**src/gpp_defs.svh**
```systemverilog
// constants for the general-purpose port set: addresses, banks, field positions
// assumes the including file is a design or package compiled after this header
// Summary of operation
// - open-drain output port a1 at bank 1 70h
// - port b0 per-bit direction via word 36h
// - b0 bit3 hsync counter, bit0 serial in
// - b0 all inputs after any reset
// - port a0 per-bit direction via word 37h
// - a0 pins shared with serial interface
// - open-drain port b2 at bank 2 71h
// - open-drain port c2 at bank 2 72h
// - push-pull port c0 at bank 0 72h
// - c1 nibble direction from 27h bit 0
// - c1 forced input after any reset
// - input port d0 readable at bank 0 73h
// - chip-enable rising edge resets ports
`ifndef GPP_DEFS_SVH
`define GPP_DEFS_SVH
`define GPP_BANK_W 2
`define GPP_ADDR_W 7
`define GPP_BANK0 2'h0
`define GPP_BANK1 2'h1
`define GPP_BANK2 2'h2
`define GPP_ADR_A1 7'h70
`define GPP_ADR_A0 7'h70
`define GPP_ADR_B0 7'h71
`define GPP_ADR_B2 7'h71
`define GPP_ADR_C0 7'h72
`define GPP_ADR_C1 7'h72
`define GPP_ADR_C2 7'h72
`define GPP_ADR_D0 7'h73
`define GPP_RF_C1_DIR 7'h27
`define GPP_RF_B0_DIR 7'h36
`define GPP_RF_A0_DIR 7'h37
`define GPP_C1_DIR_BIT 0
`define GPP_SIO_DATA_IN_BIT 0
`define GPP_HSYNC_BIT 3
`define GPP_SO_BIT 3
`define GPP_SCK_BIT 2
`define GPP_SCL_BIT 1
`define GPP_SDA_BIT 0
`define GPP_LATCH_RST 4'h0
`define GPP_OD_RST 4'hf
`define GPP_DIR_IN 4'h0
`endif

```
**src/gpp_pkg.sv**
```systemverilog
// types for the general-purpose port set
// assumes gpp_defs.svh sits in the include path
`include "gpp_defs.svh"
package gpp_pkg;
    typedef logic [3:0] gpp_nib_t;

    // one register-bus request from the processor
    typedef struct packed {
        logic rf_sel;
        logic [`GPP_BANK_W-1:0] bank;
        logic [`GPP_ADDR_W-1:0] addr;
        gpp_nib_t wdata;
        logic wr;
        logic rd;
    } gpp_req_t;

    // serial interface hookup on port a0/b0 pins
    typedef struct packed {
        logic sio_en;
        logic twowire_en;
        logic so;
        logic sck_out;
        logic sck_oe;
        logic scl_low;
        logic sda_low;
    } gpp_sio_t;

    // all state of the port block except the synchronisers and the ce reset pulse
    typedef struct packed {
        gpp_nib_t a1;
        gpp_nib_t a0;
        gpp_nib_t b0;
        gpp_nib_t b2;
        gpp_nib_t c0;
        gpp_nib_t c1;
        gpp_nib_t c2;
        gpp_nib_t dir_a0;
        gpp_nib_t dir_b0;
        logic dir_c1;
        gpp_nib_t rdata;
        logic ce_prev;
        gpp_nib_t a1_o, a1_oe, a0_o, a0_oe, b0_o, b0_oe;
        gpp_nib_t b2_oe, c0_o, c1_o, c1_oe, c2_oe;
        logic hs_in, si_in, sck_in, scl_in, sda_in;
    } gpp_state_t;
endpackage : gpp_pkg

```
**src/gpp_port_set.sv**
```systemverilog
// general-purpose ports of a 4-bit controller: latches, direction words, pin muxing
// assumes pins are synchronised here, register port is on MCLK_IN, and the
// pad ring resolves open-drain pins from the enables
//
// Chosen here: strobed register access.
`timescale 1ns/1ps
`include "gpp_defs.svh"
module gpp_port_set
    import gpp_pkg::*;
(
    // clock and reset
    input wire logic MCLK_IN,
    input wire logic RST_IN,
    input wire logic CE_PIN_IN,
    // register port
    input wire logic REG_RF_SEL_IN,
    input wire logic [`GPP_BANK_W-1:0] REG_BANK_IN,
    input wire logic [`GPP_ADDR_W-1:0] REG_ADDR_IN,
    input wire logic [3:0] REG_WDATA_IN,
    input wire logic REG_WR_IN,
    input wire logic REG_RD_IN,
    output logic [3:0] REG_RDATA_OUT,
    output logic CE_RESET_OUT,
    // serial interface side
    input wire logic SIO_EN_IN,
    input wire logic SIO_TWOWIRE_IN,
    input wire logic SIO_SO_IN,
    input wire logic SIO_SCK_IN,
    input wire logic SIO_SCK_OE_IN,
    input wire logic SIO_SCL_LOW_IN,
    input wire logic SIO_SDA_LOW_IN,
    output logic SIO_SI_OUT,
    output logic SIO_SCK_OUT,
    output logic SIO_SCL_OUT,
    output logic SIO_SDA_OUT,
    output logic HSYNC_CNT_OUT,
    // clock stop from the oscillator control
    input wire logic CLK_STOP_IN,
    // pins
    input wire logic [3:0] PORT_A0_IN,
    input wire logic [3:0] PORT_B0_IN,
    input wire logic [3:0] PORT_C1_IN,
    input wire logic [3:0] PORT_D0_IN,
    output logic [3:0] PORT_A1_OE_OUT,
    output logic [3:0] PORT_A1_OUT,
    output logic [3:0] PORT_A0_OUT,
    output logic [3:0] PORT_A0_OE_OUT,
    output logic [3:0] PORT_B0_OUT,
    output logic [3:0] PORT_B0_OE_OUT,
    output logic [3:0] PORT_B2_OE_OUT,
    output logic [3:0] PORT_C0_OUT,
    output logic [3:0] PORT_C1_OUT,
    output logic [3:0] PORT_C1_OE_OUT,
    output logic [3:0] PORT_C2_OE_OUT
);
    gpp_state_t s_q, s_d;
    gpp_req_t req;
    gpp_sio_t sio;
    logic [3:0] a0_s1_q, a0_s2_q, b0_s1_q, b0_s2_q, c1_s1_q, c1_s2_q, d0_s1_q, d0_s2_q;
    logic ce_s1_q, ce_s2_q, stop_s1_q, stop_s2_q;
    logic ce_rise, port_reset;
    logic [3:0] a0_pin, b0_pin;

    // gather the request and serial hookup into carriers
    assign req = '{REG_RF_SEL_IN, REG_BANK_IN, REG_ADDR_IN, REG_WDATA_IN, REG_WR_IN, REG_RD_IN};
    assign sio = '{SIO_EN_IN, SIO_TWOWIRE_IN, SIO_SO_IN, SIO_SCK_IN, SIO_SCK_OE_IN,
                   SIO_SCL_LOW_IN, SIO_SDA_LOW_IN};

    // two-flop synchronisers; first stage is read by the second only
    always_ff @(posedge MCLK_IN or posedge RST_IN) begin
        if (RST_IN) begin
            {a0_s1_q, a0_s2_q, b0_s1_q, b0_s2_q} <= 16'h0000;
            {c1_s1_q, c1_s2_q, d0_s1_q, d0_s2_q} <= 16'h0000;
            // ce stages reset to the pin's running level so release of reset is no false edge
            {ce_s1_q, ce_s2_q, stop_s1_q, stop_s2_q} <= 4'hc;
        end else begin
            {a0_s1_q, b0_s1_q, c1_s1_q, d0_s1_q} <= {PORT_A0_IN, PORT_B0_IN, PORT_C1_IN, PORT_D0_IN};
            {a0_s2_q, b0_s2_q, c1_s2_q, d0_s2_q} <= {a0_s1_q, b0_s1_q, c1_s1_q, d0_s1_q};
            {ce_s1_q, stop_s1_q} <= {CE_PIN_IN, CLK_STOP_IN};
            {ce_s2_q, stop_s2_q} <= {ce_s1_q, stop_s1_q};
        end
    end

    // ce edge and clock stop both send the ports back to input
    assign ce_rise = ce_s2_q & ~s_q.ce_prev;
    assign port_reset = ce_rise | stop_s2_q;

    // pin level seen by software: latch when driven, pin otherwise
    assign a0_pin = (s_q.dir_a0 & s_q.a0) | (~s_q.dir_a0 & a0_s2_q);
    assign b0_pin = (s_q.dir_b0 & s_q.b0) | (~s_q.dir_b0 & b0_s2_q);

    // next-state logic for the whole state register
    always_comb begin
        s_d = s_q;
        s_d.ce_prev = ce_s2_q;
        s_d.rdata = 4'h0;
        // writes: data memory latches by bank, register file words by address
        if (req.wr && !req.rf_sel) begin
            case ({req.bank, req.addr})
                {`GPP_BANK1, `GPP_ADR_A1}: s_d.a1 = req.wdata;
                {`GPP_BANK0, `GPP_ADR_A0}: s_d.a0 = req.wdata;
                {`GPP_BANK0, `GPP_ADR_B0}: s_d.b0 = req.wdata;
                {`GPP_BANK2, `GPP_ADR_B2}: s_d.b2 = req.wdata;
                {`GPP_BANK0, `GPP_ADR_C0}: s_d.c0 = req.wdata;
                {`GPP_BANK1, `GPP_ADR_C1}: s_d.c1 = req.wdata;
                {`GPP_BANK2, `GPP_ADR_C2}: s_d.c2 = req.wdata;
                default: ;
            endcase
        end else if (req.wr && req.rf_sel) begin
            case (req.addr)
                `GPP_RF_C1_DIR: s_d.dir_c1 = req.wdata[`GPP_C1_DIR_BIT];
                `GPP_RF_B0_DIR: s_d.dir_b0 = req.wdata;
                `GPP_RF_A0_DIR: s_d.dir_a0 = req.wdata;
                default: ;
            endcase
        end
        // reads answer next cycle; unmapped reads return zero
        if (req.rd && !req.rf_sel) begin
            case ({req.bank, req.addr})
                {`GPP_BANK1, `GPP_ADR_A1}: s_d.rdata = s_q.a1;
                {`GPP_BANK0, `GPP_ADR_A0}: s_d.rdata = a0_pin;
                {`GPP_BANK0, `GPP_ADR_B0}: s_d.rdata = b0_pin;
                {`GPP_BANK2, `GPP_ADR_B2}: s_d.rdata = s_q.b2;
                {`GPP_BANK0, `GPP_ADR_C0}: s_d.rdata = s_q.c0;
                {`GPP_BANK1, `GPP_ADR_C1}: s_d.rdata = s_q.dir_c1 ? s_q.c1 : c1_s2_q;
                {`GPP_BANK2, `GPP_ADR_C2}: s_d.rdata = s_q.c2;
                {`GPP_BANK0, `GPP_ADR_D0}: s_d.rdata = d0_s2_q;
                default: s_d.rdata = 4'h0;
            endcase
        end else if (req.rd) begin
            case (req.addr)
                `GPP_RF_C1_DIR: s_d.rdata = {3'h0, s_q.dir_c1};
                `GPP_RF_B0_DIR: s_d.rdata = s_q.dir_b0;
                `GPP_RF_A0_DIR: s_d.rdata = s_q.dir_a0;
                default: s_d.rdata = 4'h0;
            endcase
        end
        // reset events override any same-cycle direction write
        if (port_reset) begin
            s_d.dir_a0 = `GPP_DIR_IN;
            s_d.dir_b0 = `GPP_DIR_IN;
            s_d.dir_c1 = 1'b0;
        end
        // pin drive, from the next-state so outputs track the flops
        s_d.a1_o = 4'h0;
        s_d.a1_oe = ~s_d.a1;
        s_d.b2_oe = ~s_d.b2;
        s_d.c2_oe = ~s_d.c2;
        s_d.c0_o = s_d.c0;
        s_d.c1_o = s_d.c1;
        s_d.c1_oe = {4{s_d.dir_c1}};
        s_d.b0_o = s_d.b0;
        s_d.b0_oe = s_d.dir_b0;
        s_d.a0_o = s_d.a0;
        s_d.a0_oe = s_d.dir_a0;
        // serial sharing on port a0: three-wire on bits 3/2, two-wire on 1/0
        if (sio.sio_en && !sio.twowire_en) begin
            s_d.a0_o[`GPP_SO_BIT] = sio.so;
            s_d.a0_oe[`GPP_SO_BIT] = 1'b1;
            s_d.a0_o[`GPP_SCK_BIT] = sio.sck_out;
            s_d.a0_oe[`GPP_SCK_BIT] = sio.sck_oe;
        end
        if (sio.sio_en && sio.twowire_en) begin
            // open-drain lines only ever pull low
            s_d.a0_o[`GPP_SCL_BIT] = 1'b0;
            s_d.a0_oe[`GPP_SCL_BIT] = sio.scl_low | (s_d.dir_a0[`GPP_SCL_BIT] & ~s_d.a0[`GPP_SCL_BIT]);
            s_d.a0_o[`GPP_SDA_BIT] = 1'b0;
            s_d.a0_oe[`GPP_SDA_BIT] = sio.sda_low | (s_d.dir_a0[`GPP_SDA_BIT] & ~s_d.a0[`GPP_SDA_BIT]);
        end
        // alternate inputs taken from synchronised pins
        s_d.hs_in = b0_s2_q[`GPP_HSYNC_BIT];
        s_d.si_in = b0_s2_q[`GPP_SIO_DATA_IN_BIT];
        s_d.sck_in = a0_s2_q[`GPP_SCK_BIT];
        s_d.scl_in = a0_s2_q[`GPP_SCL_BIT];
        s_d.sda_in = a0_s2_q[`GPP_SDA_BIT];
    end

    // state register; reset leaves every bidirectional port as input
    always_ff @(posedge MCLK_IN or posedge RST_IN) begin
        if (RST_IN) begin
            s_q <= '0;
            s_q.a1 <= `GPP_OD_RST; // open-drain latches released
            s_q.b2 <= `GPP_OD_RST;
            s_q.c2 <= `GPP_OD_RST;
            s_q.dir_a0 <= `GPP_DIR_IN;
            s_q.dir_b0 <= `GPP_DIR_IN;
            s_q.ce_prev <= 1'b1; // matches ce stage reset level
        end else begin
            s_q <= s_d;
        end
    end

    // ce reset pulse registered for the processor core
    logic ce_rst_q;
    always_ff @(posedge MCLK_IN or posedge RST_IN) begin
        if (RST_IN) begin
            ce_rst_q <= 1'b0;
        end else begin
            ce_rst_q <= ce_rise;
        end
    end

    // outputs straight from flops
    assign REG_RDATA_OUT = s_q.rdata;
    assign CE_RESET_OUT = ce_rst_q;
    assign PORT_A1_OUT = s_q.a1_o;
    assign PORT_A1_OE_OUT = s_q.a1_oe;
    assign PORT_A0_OUT = s_q.a0_o;
    assign PORT_A0_OE_OUT = s_q.a0_oe;
    assign PORT_B0_OUT = s_q.b0_o;
    assign PORT_B0_OE_OUT = s_q.b0_oe;
    assign PORT_B2_OE_OUT = s_q.b2_oe;
    assign PORT_C0_OUT = s_q.c0_o;
    assign PORT_C1_OUT = s_q.c1_o;
    assign PORT_C1_OE_OUT = s_q.c1_oe;
    assign PORT_C2_OE_OUT = s_q.c2_oe;
    assign HSYNC_CNT_OUT = s_q.hs_in;
    assign SIO_SI_OUT = s_q.si_in;
    assign SIO_SCK_OUT = s_q.sck_in;
    assign SIO_SCL_OUT = s_q.scl_in;
    assign SIO_SDA_OUT = s_q.sda_in;
endmodule : gpp_port_set

```
**config.mk**
```make
export PLATFORM = sky130hd
export DESIGN_NAME = gpp_port_set
export DESIGN_NICKNAME = d
export VERILOG_FILES = /design/src/gpp_pkg.sv /design/src/gpp_port_set.sv
export VERILOG_INCLUDE_DIRS = /design/src
export SDC_FILE = /design/constraint.sdc
export NUM_CORES = 1
export LEC_CHECK = 0
export BUFFER_PORTS_ARGS = -buffer_cell sky130_fd_sc_hd__buf_4
export CORE_ASPECT_RATIO = 1.4
export CORE_UTILIZATION = 36
export CTS_CLUSTER_SIZE = 12
export DETAILED_ROUTE_END_ITERATION = 10
export PLACE_DENSITY = 0.61
export SYNTH_ARGS = -nofsm -noshare
export SYNTH_HDL_FRONTEND = slang
export SYNTH_SLANG_ARGS = --single-unit
```
**constraint.sdc**
```tcl
create_clock -name MCLK_IN -period 3.1 [get_ports MCLK_IN]
set_input_delay 0.465 -clock MCLK_IN [delete_from_list [all_inputs] [get_ports MCLK_IN]]
set_output_delay 0.465 -clock MCLK_IN [all_outputs]
set_load 0.01 [all_outputs]
```
==> impl_metrics.json, run 1 <==
{
  "cp-end-kind": "register",
  "r2r_setup_slack_ns": 1.37,
  "wire_per_inst_um": 17.8,
  "utilization": 0.434,
  "io_pins": 97,
  "postCtsSetupBuffers": 0,
  "peakVddDrop_mv": 0.258,
  "cts_root_buf": "clkbuf_16",
  "yosys.area.top_type": "dfrtp_1",
  "grt_max_degree": 60,
  "synth_enable_flop_cells": 0,
  "clk_pin_slew_ns": 0.08,
  "syn_to_final_growth_pct": 17.5,
  "path_class": "in -> reg",
  "worstHoldStart": "CE_PIN_IN",
  "timing.final.crit_share": 0.579,
  "antenna_left": 0,
  "start_util": 0.369,
  "crit_arrival_ns": 2.07,
  "outcome": "completed",
  "max_slew.worst_pin.slew_ns": 0.715,
  "leakagePower_uw": 0.00248,
  "cp-start-kind": "input port",
  "relSlewSlack": 0.523,
  "die-area_mm2": 0.0131,
  "n_fill_cell": 1143,
  "power.density_mw_per_mm2": 518,
  "dp_hpwl_um": 7330,
  "die_w_um": 97.0,
  "die_height_um": 135,
  "cts_buffer_depth": 2,
  "netlist_area_mm2": 0.00455,
  "whs_ns": 0.203,
  "synthFlopType": "dfrtp_1",
  "cts.sinks": 104,
  "insertion_delay_ns": 0.36,
  "dr.pass1.iters": 4,
  "cts_resized": 0,
  "gp_congestion": 0.867,
  "max_freq_mhz": 557,
  "viasPerCell": 4.90,
  "synthTopCellsByArea": "dfrtp_1, dfstp_2, mux2i_1, buf_4, mux2_2",
  "drtIter0Drc": 145,
  "yosysTopAreaCellShare": 0.490,
  "io_buffers": 92,
  "ys_ff_latch": 104,
  "placed_area_mm2": 0.00502,
  "htreeDepth": 3,
  "rows": 48,
  "grt_pass1_wl_um": 15700,
  "async_flop_share": 1.00,
  "nets": 444,
  "grt_pass1_vias": 2821,
  "cp_max_fo": 8,
  "drv_cap": 0,
  "coreArea_mm2": 0.0123,
  "postLayoutCellArea_mm2": 0.00534,
  "cts_hold_buf": 0,
  "ff_latch_area_mm2": 0.00262,
  "startpoint": "REG_ADDR_IN[3]",
  "setup_tns_ns": 0,
  "fin_crit_ns": 1.80,
  "gr-total-overflow": 0,
  "drive_above_1_share": 0.409,
  "r2r-start": "s_q[62]$_DFF_PP0_",
  "ys_types": 56,
  "yosysWarnings": 0,
  "num_vias": 2725,
  "grt_usage": 0.159,
  "antenna_found_initial": 0,
  "cts_tree": "yes",
  "rsz0062_at_grt": "no",
  "cp.required_ns": 3.38,
  "hp-class": "in -> reg",
  "diodes": 0,
  "finalSetupViolations": 0,
  "drc": 0,
  "syn_inst": 356,
  "postSynthAreaPerCell_um2": 12.8,
  "finClkSkew_ns": 0.0149,
  "report.final.slew_viol_count": 0,
  "multi_input_area_mm2": 0.00148,
  "wirelength_um": 9890,
  "ys_seq_area_frac": 0.577,
  "cts_buffers": 9,
  "finalHoldViolations": 0
}
[final cells by class]
class,instances,area share
sequential,104,0.491
multi-input combinational,186,0.278
timing repair buffer,94,0.132
clock buffer,9,0.0422
tap,150,0.0351
clock inverter,7,0.0171
inverter,6,0.00492
[cells in the mapped netlist (2+ instances only)]
cell type / count
nand4_1: 2
a221oi_1: 2
a21oi_1: 4
and2_1: 4
nor3_1: 6
nor4b_1: 2
a22o_1: 2
a21o_1: 2
o211ai_1: 3
dfstp_2: 15
nand3_2: 2
buf_4: 48
inv_1: 6
nand3_1: 6
mux2i_1: 36
nor2_1: 16
nor2b_1: 5
nand2_1: 10
clkbuf_1: 8
o31ai_1: 5
nand3b_1: 4
nand2b_1: 4
mux2_4: 4
buf_2: 4
mux2_2: 26
dfrtp_1: 89
o21ai_0: 8
and4bb_2: 2
or4_1: 4
[cell usage in the layout (no fill, tap or decap), types with 4 or more instances in the layout]
cell type	n
and2_1	4
o21ai_0	8
conb_1	4
nand3b_1	4
a21oi_1	4
clkbuf_16	9
mux2_2	26
nor2b_1	5
dfstp_2	15
nor3_1	6
o31ai_1	5
buf_4	94
mux2_4	4
nand2b_1	4
nand3_1	6
nand2_1	10
nor2_1	16
mux2i_1	36
or4_1	4
inv_1	5
dfrtp_1	89
[report_power, final]
part | switching (uW) | internal [uW] | total [uW]
Sequential | 15.4 | 1400 | 1410
Combinational | 111 | 81.5 | 192
Clock | 573 | 585 | 1160
[cells by family (layout without fill, tap and decap cells)]
family / count (synthesis) / after routing / synth area share
mux: 66 / 66 / 0.157
compound gates: 37 / 37 / 0.0570
flops: 104 / 104 / 0.577
simple gates: 78 / 78 / 0.107
other cells: 1 / 4 / 0.000825
buf+inv: 69 / 116 / 0.0996
xor+xnor: 1 / 1 / 0.00193
[path summary, 6_finish.rpt]
| kind | end | cells after the start |
|---|---|---|
| worst max-delay path | s_q[75]$_DFF_PP1_ | 5 |
| worst min-delay path | ce_s1_q$_DFF_PP1_ | 1 |
| worst max register to register | REG_RDATA_OUT[3]$_DFF_PP0_ | 4 |
| worst min register to register | c1_s2_q[2]$_DFF_PP0_ | 0 |
| max in group asynchronous | s_q[60]$_DFF_PP0_ | 3 |
| min in group asynchronous | c1_s1_q[2]$_DFF_PP0_ | 3 |
[critical path: stages]
cell	delay (ns)
buf_4	0.11
nand4bb_4	0.25
or2_4	0.30
or3_1	0.57
mux2_4	0.37
[per-layer routing]
layer / global-route usage / wire length, um / part of all wire
met5: 0 / 0 / 0
met4: 0.0721 / 230 / 0.023
met3: 0.0481 / 528 / 0.053
met2: 0.265 / 5120 / 0.52
met1: 0.188 / 4010 / 0.41
[sequential cells by signal, indices dropped and copies added (netlist names), 4 cells and up]
signal and flops:
s_q 21, PORT_A0_OE_OUT 4, PORT_A0_OUT 4, PORT_A1_OE_OUT 4
PORT_B0_OE_OUT 4, PORT_B0_OUT 4, PORT_B2_OE_OUT 4, PORT_C0_OUT 4
PORT_C1_OUT 4, PORT_C2_OE_OUT 4, REG_RDATA_OUT 4, a0_s1_q 4
a0_s2_q 4, b0_s1_q 4, b0_s2_q 4, c1_s1_q 4
c1_s2_q 4, d0_s1_q 4, d0_s2_q 4
[through the flow]
| step | std cells | total power [uW] | setup WS (ns) |
|---|---|---|---|
| floorplan | 359 | 1550 | 1.26 |
| global placement | 540 | 1630 | 0.993 |
| detailed placement | 540 | 1640 | 0.957 |
| CTS | 556 | 2800 | 1.33 |
| global route | 556 | 2870 | 1.27 |
| finish | 556 | 2760 | 1.30 |
(Power assumes the default switching activity.)
==> run 2: changes to the inputs <==
Settings changed: ABC_AREA from default to 1, PLACE_DENSITY 0.61 to 0.58.
Clock period 3.1 ns to 1.7 ns, I/O delays scaled along.
==> impl_metrics.json, run 2 <==
{
  "outcome": "completed",
  "cts_resized": 0,
  "cp-start-kind": "register",
  "drtIter0Drc": 175,
  "wirelength_um": 10900,
  "finalHoldViolations": 0,
  "yosys.area.top_type": "dfrtp_1",
  "leakagePower_uw": 0.00294,
  "cp.required_ns": 1.95,
  "viasPerCell": 4.72,
  "coreArea_mm2": 0.0125,
  "fin_crit_ns": 1.49,
  "ys_ff_latch": 104,
  "sw_frac_of_total": 0.230,
  "gp_congestion": 0.927,
  "mostFrequentLayoutCells": "nand2_1, buf_4, dfrtp_1",
  "report.final.slew_viol_count": 0,
  "synthFlopType": "dfrtp_1",
  "clk_pin_slew_ns": 0.07,
  "setup_ws_ns": 0.215,
  "io_buffers": 92,
  "grt_usage": 0.173,
  "drive_above_1_share": 0.299,
  "start_util": 0.375,
  "insertion_delay_ns": 0.35,
  "largest_reg_flops": 21,
  "cts.sinks": 104,
  "antenna_left": 0,
  "wire_per_inst_um": 15.3,
  "die-area_mm2": 0.0135,
  "synthTopCellsByArea": "dfrtp_1, nand2_1, dfstp_2, buf_4, inv_1",
  "cts_hold_buf": 11,
  "antenna_found_initial": 0,
  "path_class": "reg -> reg",
  "synth_adder_area_share": 0,
  "postSynthAreaPerCell_um2": 9.68,
  "final_common_cell": "nand2_1",
  "cts_tree": "yes",
  "rsz0062_at_grt": "no",
  "crit_top_cell": "nand2_1",
  "pwr-share-comb": 0.080,
  "die_height_um": 137,
  "max_freq_mhz": 673,
  "num_vias": 3340,
  "power.internal_uw": 3890,
  "diodes": 0,
  "gr-total-overflow": 0,
  "cp-end-kind": "register",
  "dr.pass1.iters": 9,
  "synth_common_cells": "nand2_1, dfrtp_1, inv_1",
  "cp_max_fo": 14,
  "synth_compound_area_frac": 0.0526,
  "postCtsSetupBuffers": 0,
  "synth_enable_flop_cells": 0,
  "syn_to_final_growth_pct": 20.3,
  "dp_hpwl_um": 8180,
  "peakVddDrop_mv": 0.442,
  "ys_types": 31,
  "synthMuxAreaShare": 0,
  "nets": 596,
  "whs_path_depth": 1,
  "netlist_area_mm2": 0.00468,
  "io_pins": 97,
  "max_slew.worst_pin.slew_ns": 0.543,
  "rows": 48,
  "relSlewSlack": 0.638,
  "synth_xor_area_frac": 0,
  "yosysWarnings": 0,
  "totalPowerFinal_uw": 5060,
  "timing.final.crit_share": 0.874,
  "setup_tns_ns": 0,
  "die_w_um": 98.4,
  "finalSetupViolations": 0,
  "cts_buffers": 9,
  "crit_path_top_delay_cell": "dfrtp_1",
  "crit_arrival_ns": 1.73,
  "yosysMostFrequentCell": "nand2_1",
  "yosysTopAreaCellShare": 0.475,
  "cts_buffer_depth": 2,
  "slowest_delay_ns": 0.63,
  "pwr-share-seq": 0.511,
  "r2r_cells": 7,
  "syn_inst": 484,
  "drv_cap": 0,
  "synth-simple-area-share": 0.244,
  "finClkSkew_ns": 0.00561,
  "power.density_mw_per_mm2": 898,
  "regMostFlops": "s_q",
  "switching_power_uw": 1160,
  "hp-class": "in -> reg",
  "grt_max_degree": 105,
  "htreeDepth": 3,
  "dpl_worst_slack_ns": 0.154,
  "synth_top_family_by_area": "simple AND/OR/NAND/NOR gates",
  "crit_chain": "o21ai_0 > nand3_1 > nand2_1 > nor2_1 > nand2_1 > nand2_1 > nand2_1",
  "ys_seq_area_frac": 0.560,
  "grt_pass1_vias": 3284,
  "grt_pass1_wl_um": 17300,
  "async_flop_share": 1.00,
  "drc": 0,
  "cts_root_buf": "clkbuf_16",
  "clock_power_share": 0.409
}
-- run 2: layout make-up --
type / instances / area (um2)
Clock inverter: 5 / 56.3
Inverter: 67 / 255
Fill cell: 1238 / 6860
Sequential cell: 104 / 2620
Timing Repair Buffer: 110 / 866
Multi-Input combinational cell: 261 / 1410
Clock buffer: 11 / 243
Tap cell: 150 / 188
-- run 2: power groups by stage --
stage | Combinational, uW | Sequential (uW) | Clock, uW
final | 403 | 2590 | 2070
after global placement | 383 | 2630 | 0
after floorplan | 218 | 2620 | 0
after detailed placement | 390 | 2630 | 0
after CTS | 410 | 2590 | 2130
after global routing | 444 | 2590 | 2210
-- run 2: worst max-delay path: cells and delay by family (launching register included) --
family | cells | cell delay (ns)
compound gates | 1 | 0.28
flops | 1 | 0.63
simple gates | 6 | 0.46
-- run 2: kinds of logic after synthesis --
| group | Yosys count |
|---|---|
| AO/OA/AOI/OAI | 43 |
| other | 1 |
| buffers and inverters | 122 |
| flip-flops | 104 |
| AND/OR/NAND/NOR | 214 |
-- run 2: path summary, 6_finish.rpt --
check / from / to / slack (ns)
min: PORT_C1_IN[2] / c1_s1_q[2]$_DFF_PP0_ / 0.01
max reg2reg: PORT_C1_OE_OUT[0]$_DFFE_PP0P_ / REG_RDATA_OUT[2]$_DFF_PP0_ / 0.21
max: PORT_C1_OE_OUT[0]$_DFFE_PP0P_ / REG_RDATA_OUT[2]$_DFF_PP0_ / 0.21
min in group asynchronous: RST_IN / PORT_A0_OE_OUT[3]$_DFF_PP0_ / 0.06
max in group asynchronous: RST_IN / s_q[63]$_DFF_PP1_ / 1.22
min reg2reg: b0_s1_q[2]$_DFF_PP0_ / b0_s2_q[2]$_DFF_PP0_ / 0.35
-- run 2: metrics by stage --
| stage | instances | hold WS, ns | instance area (um2) | utilization |
|---|---|---|---|---|
| floorplan | 487 | 0.259 | 4700 | - |
| global placement | 681 | 0.333 | 5230 | 0.418 |
| detailed placement | 681 | 0.336 | 5230 | 0.418 |
| CTS | 708 | 0.00193 | 5630 | 0.451 |
| global route | 708 | 0.00104 | 5630 | 0.451 |
| finish | 708 | 0.0109 | 5630 | 0.451 |
-- run 2: routing by layer --
metal | vias up | global-route usage | share of wire
met1 | 1602 | 0.193 | 0.39
met4 | 0 | 0.0804 | 0.026
met2 | 98 | 0.314 | 0.54
met3 | 18 | 0.0378 | 0.045
met5 | - | 0 | 0
li1 | 1622 | - | -
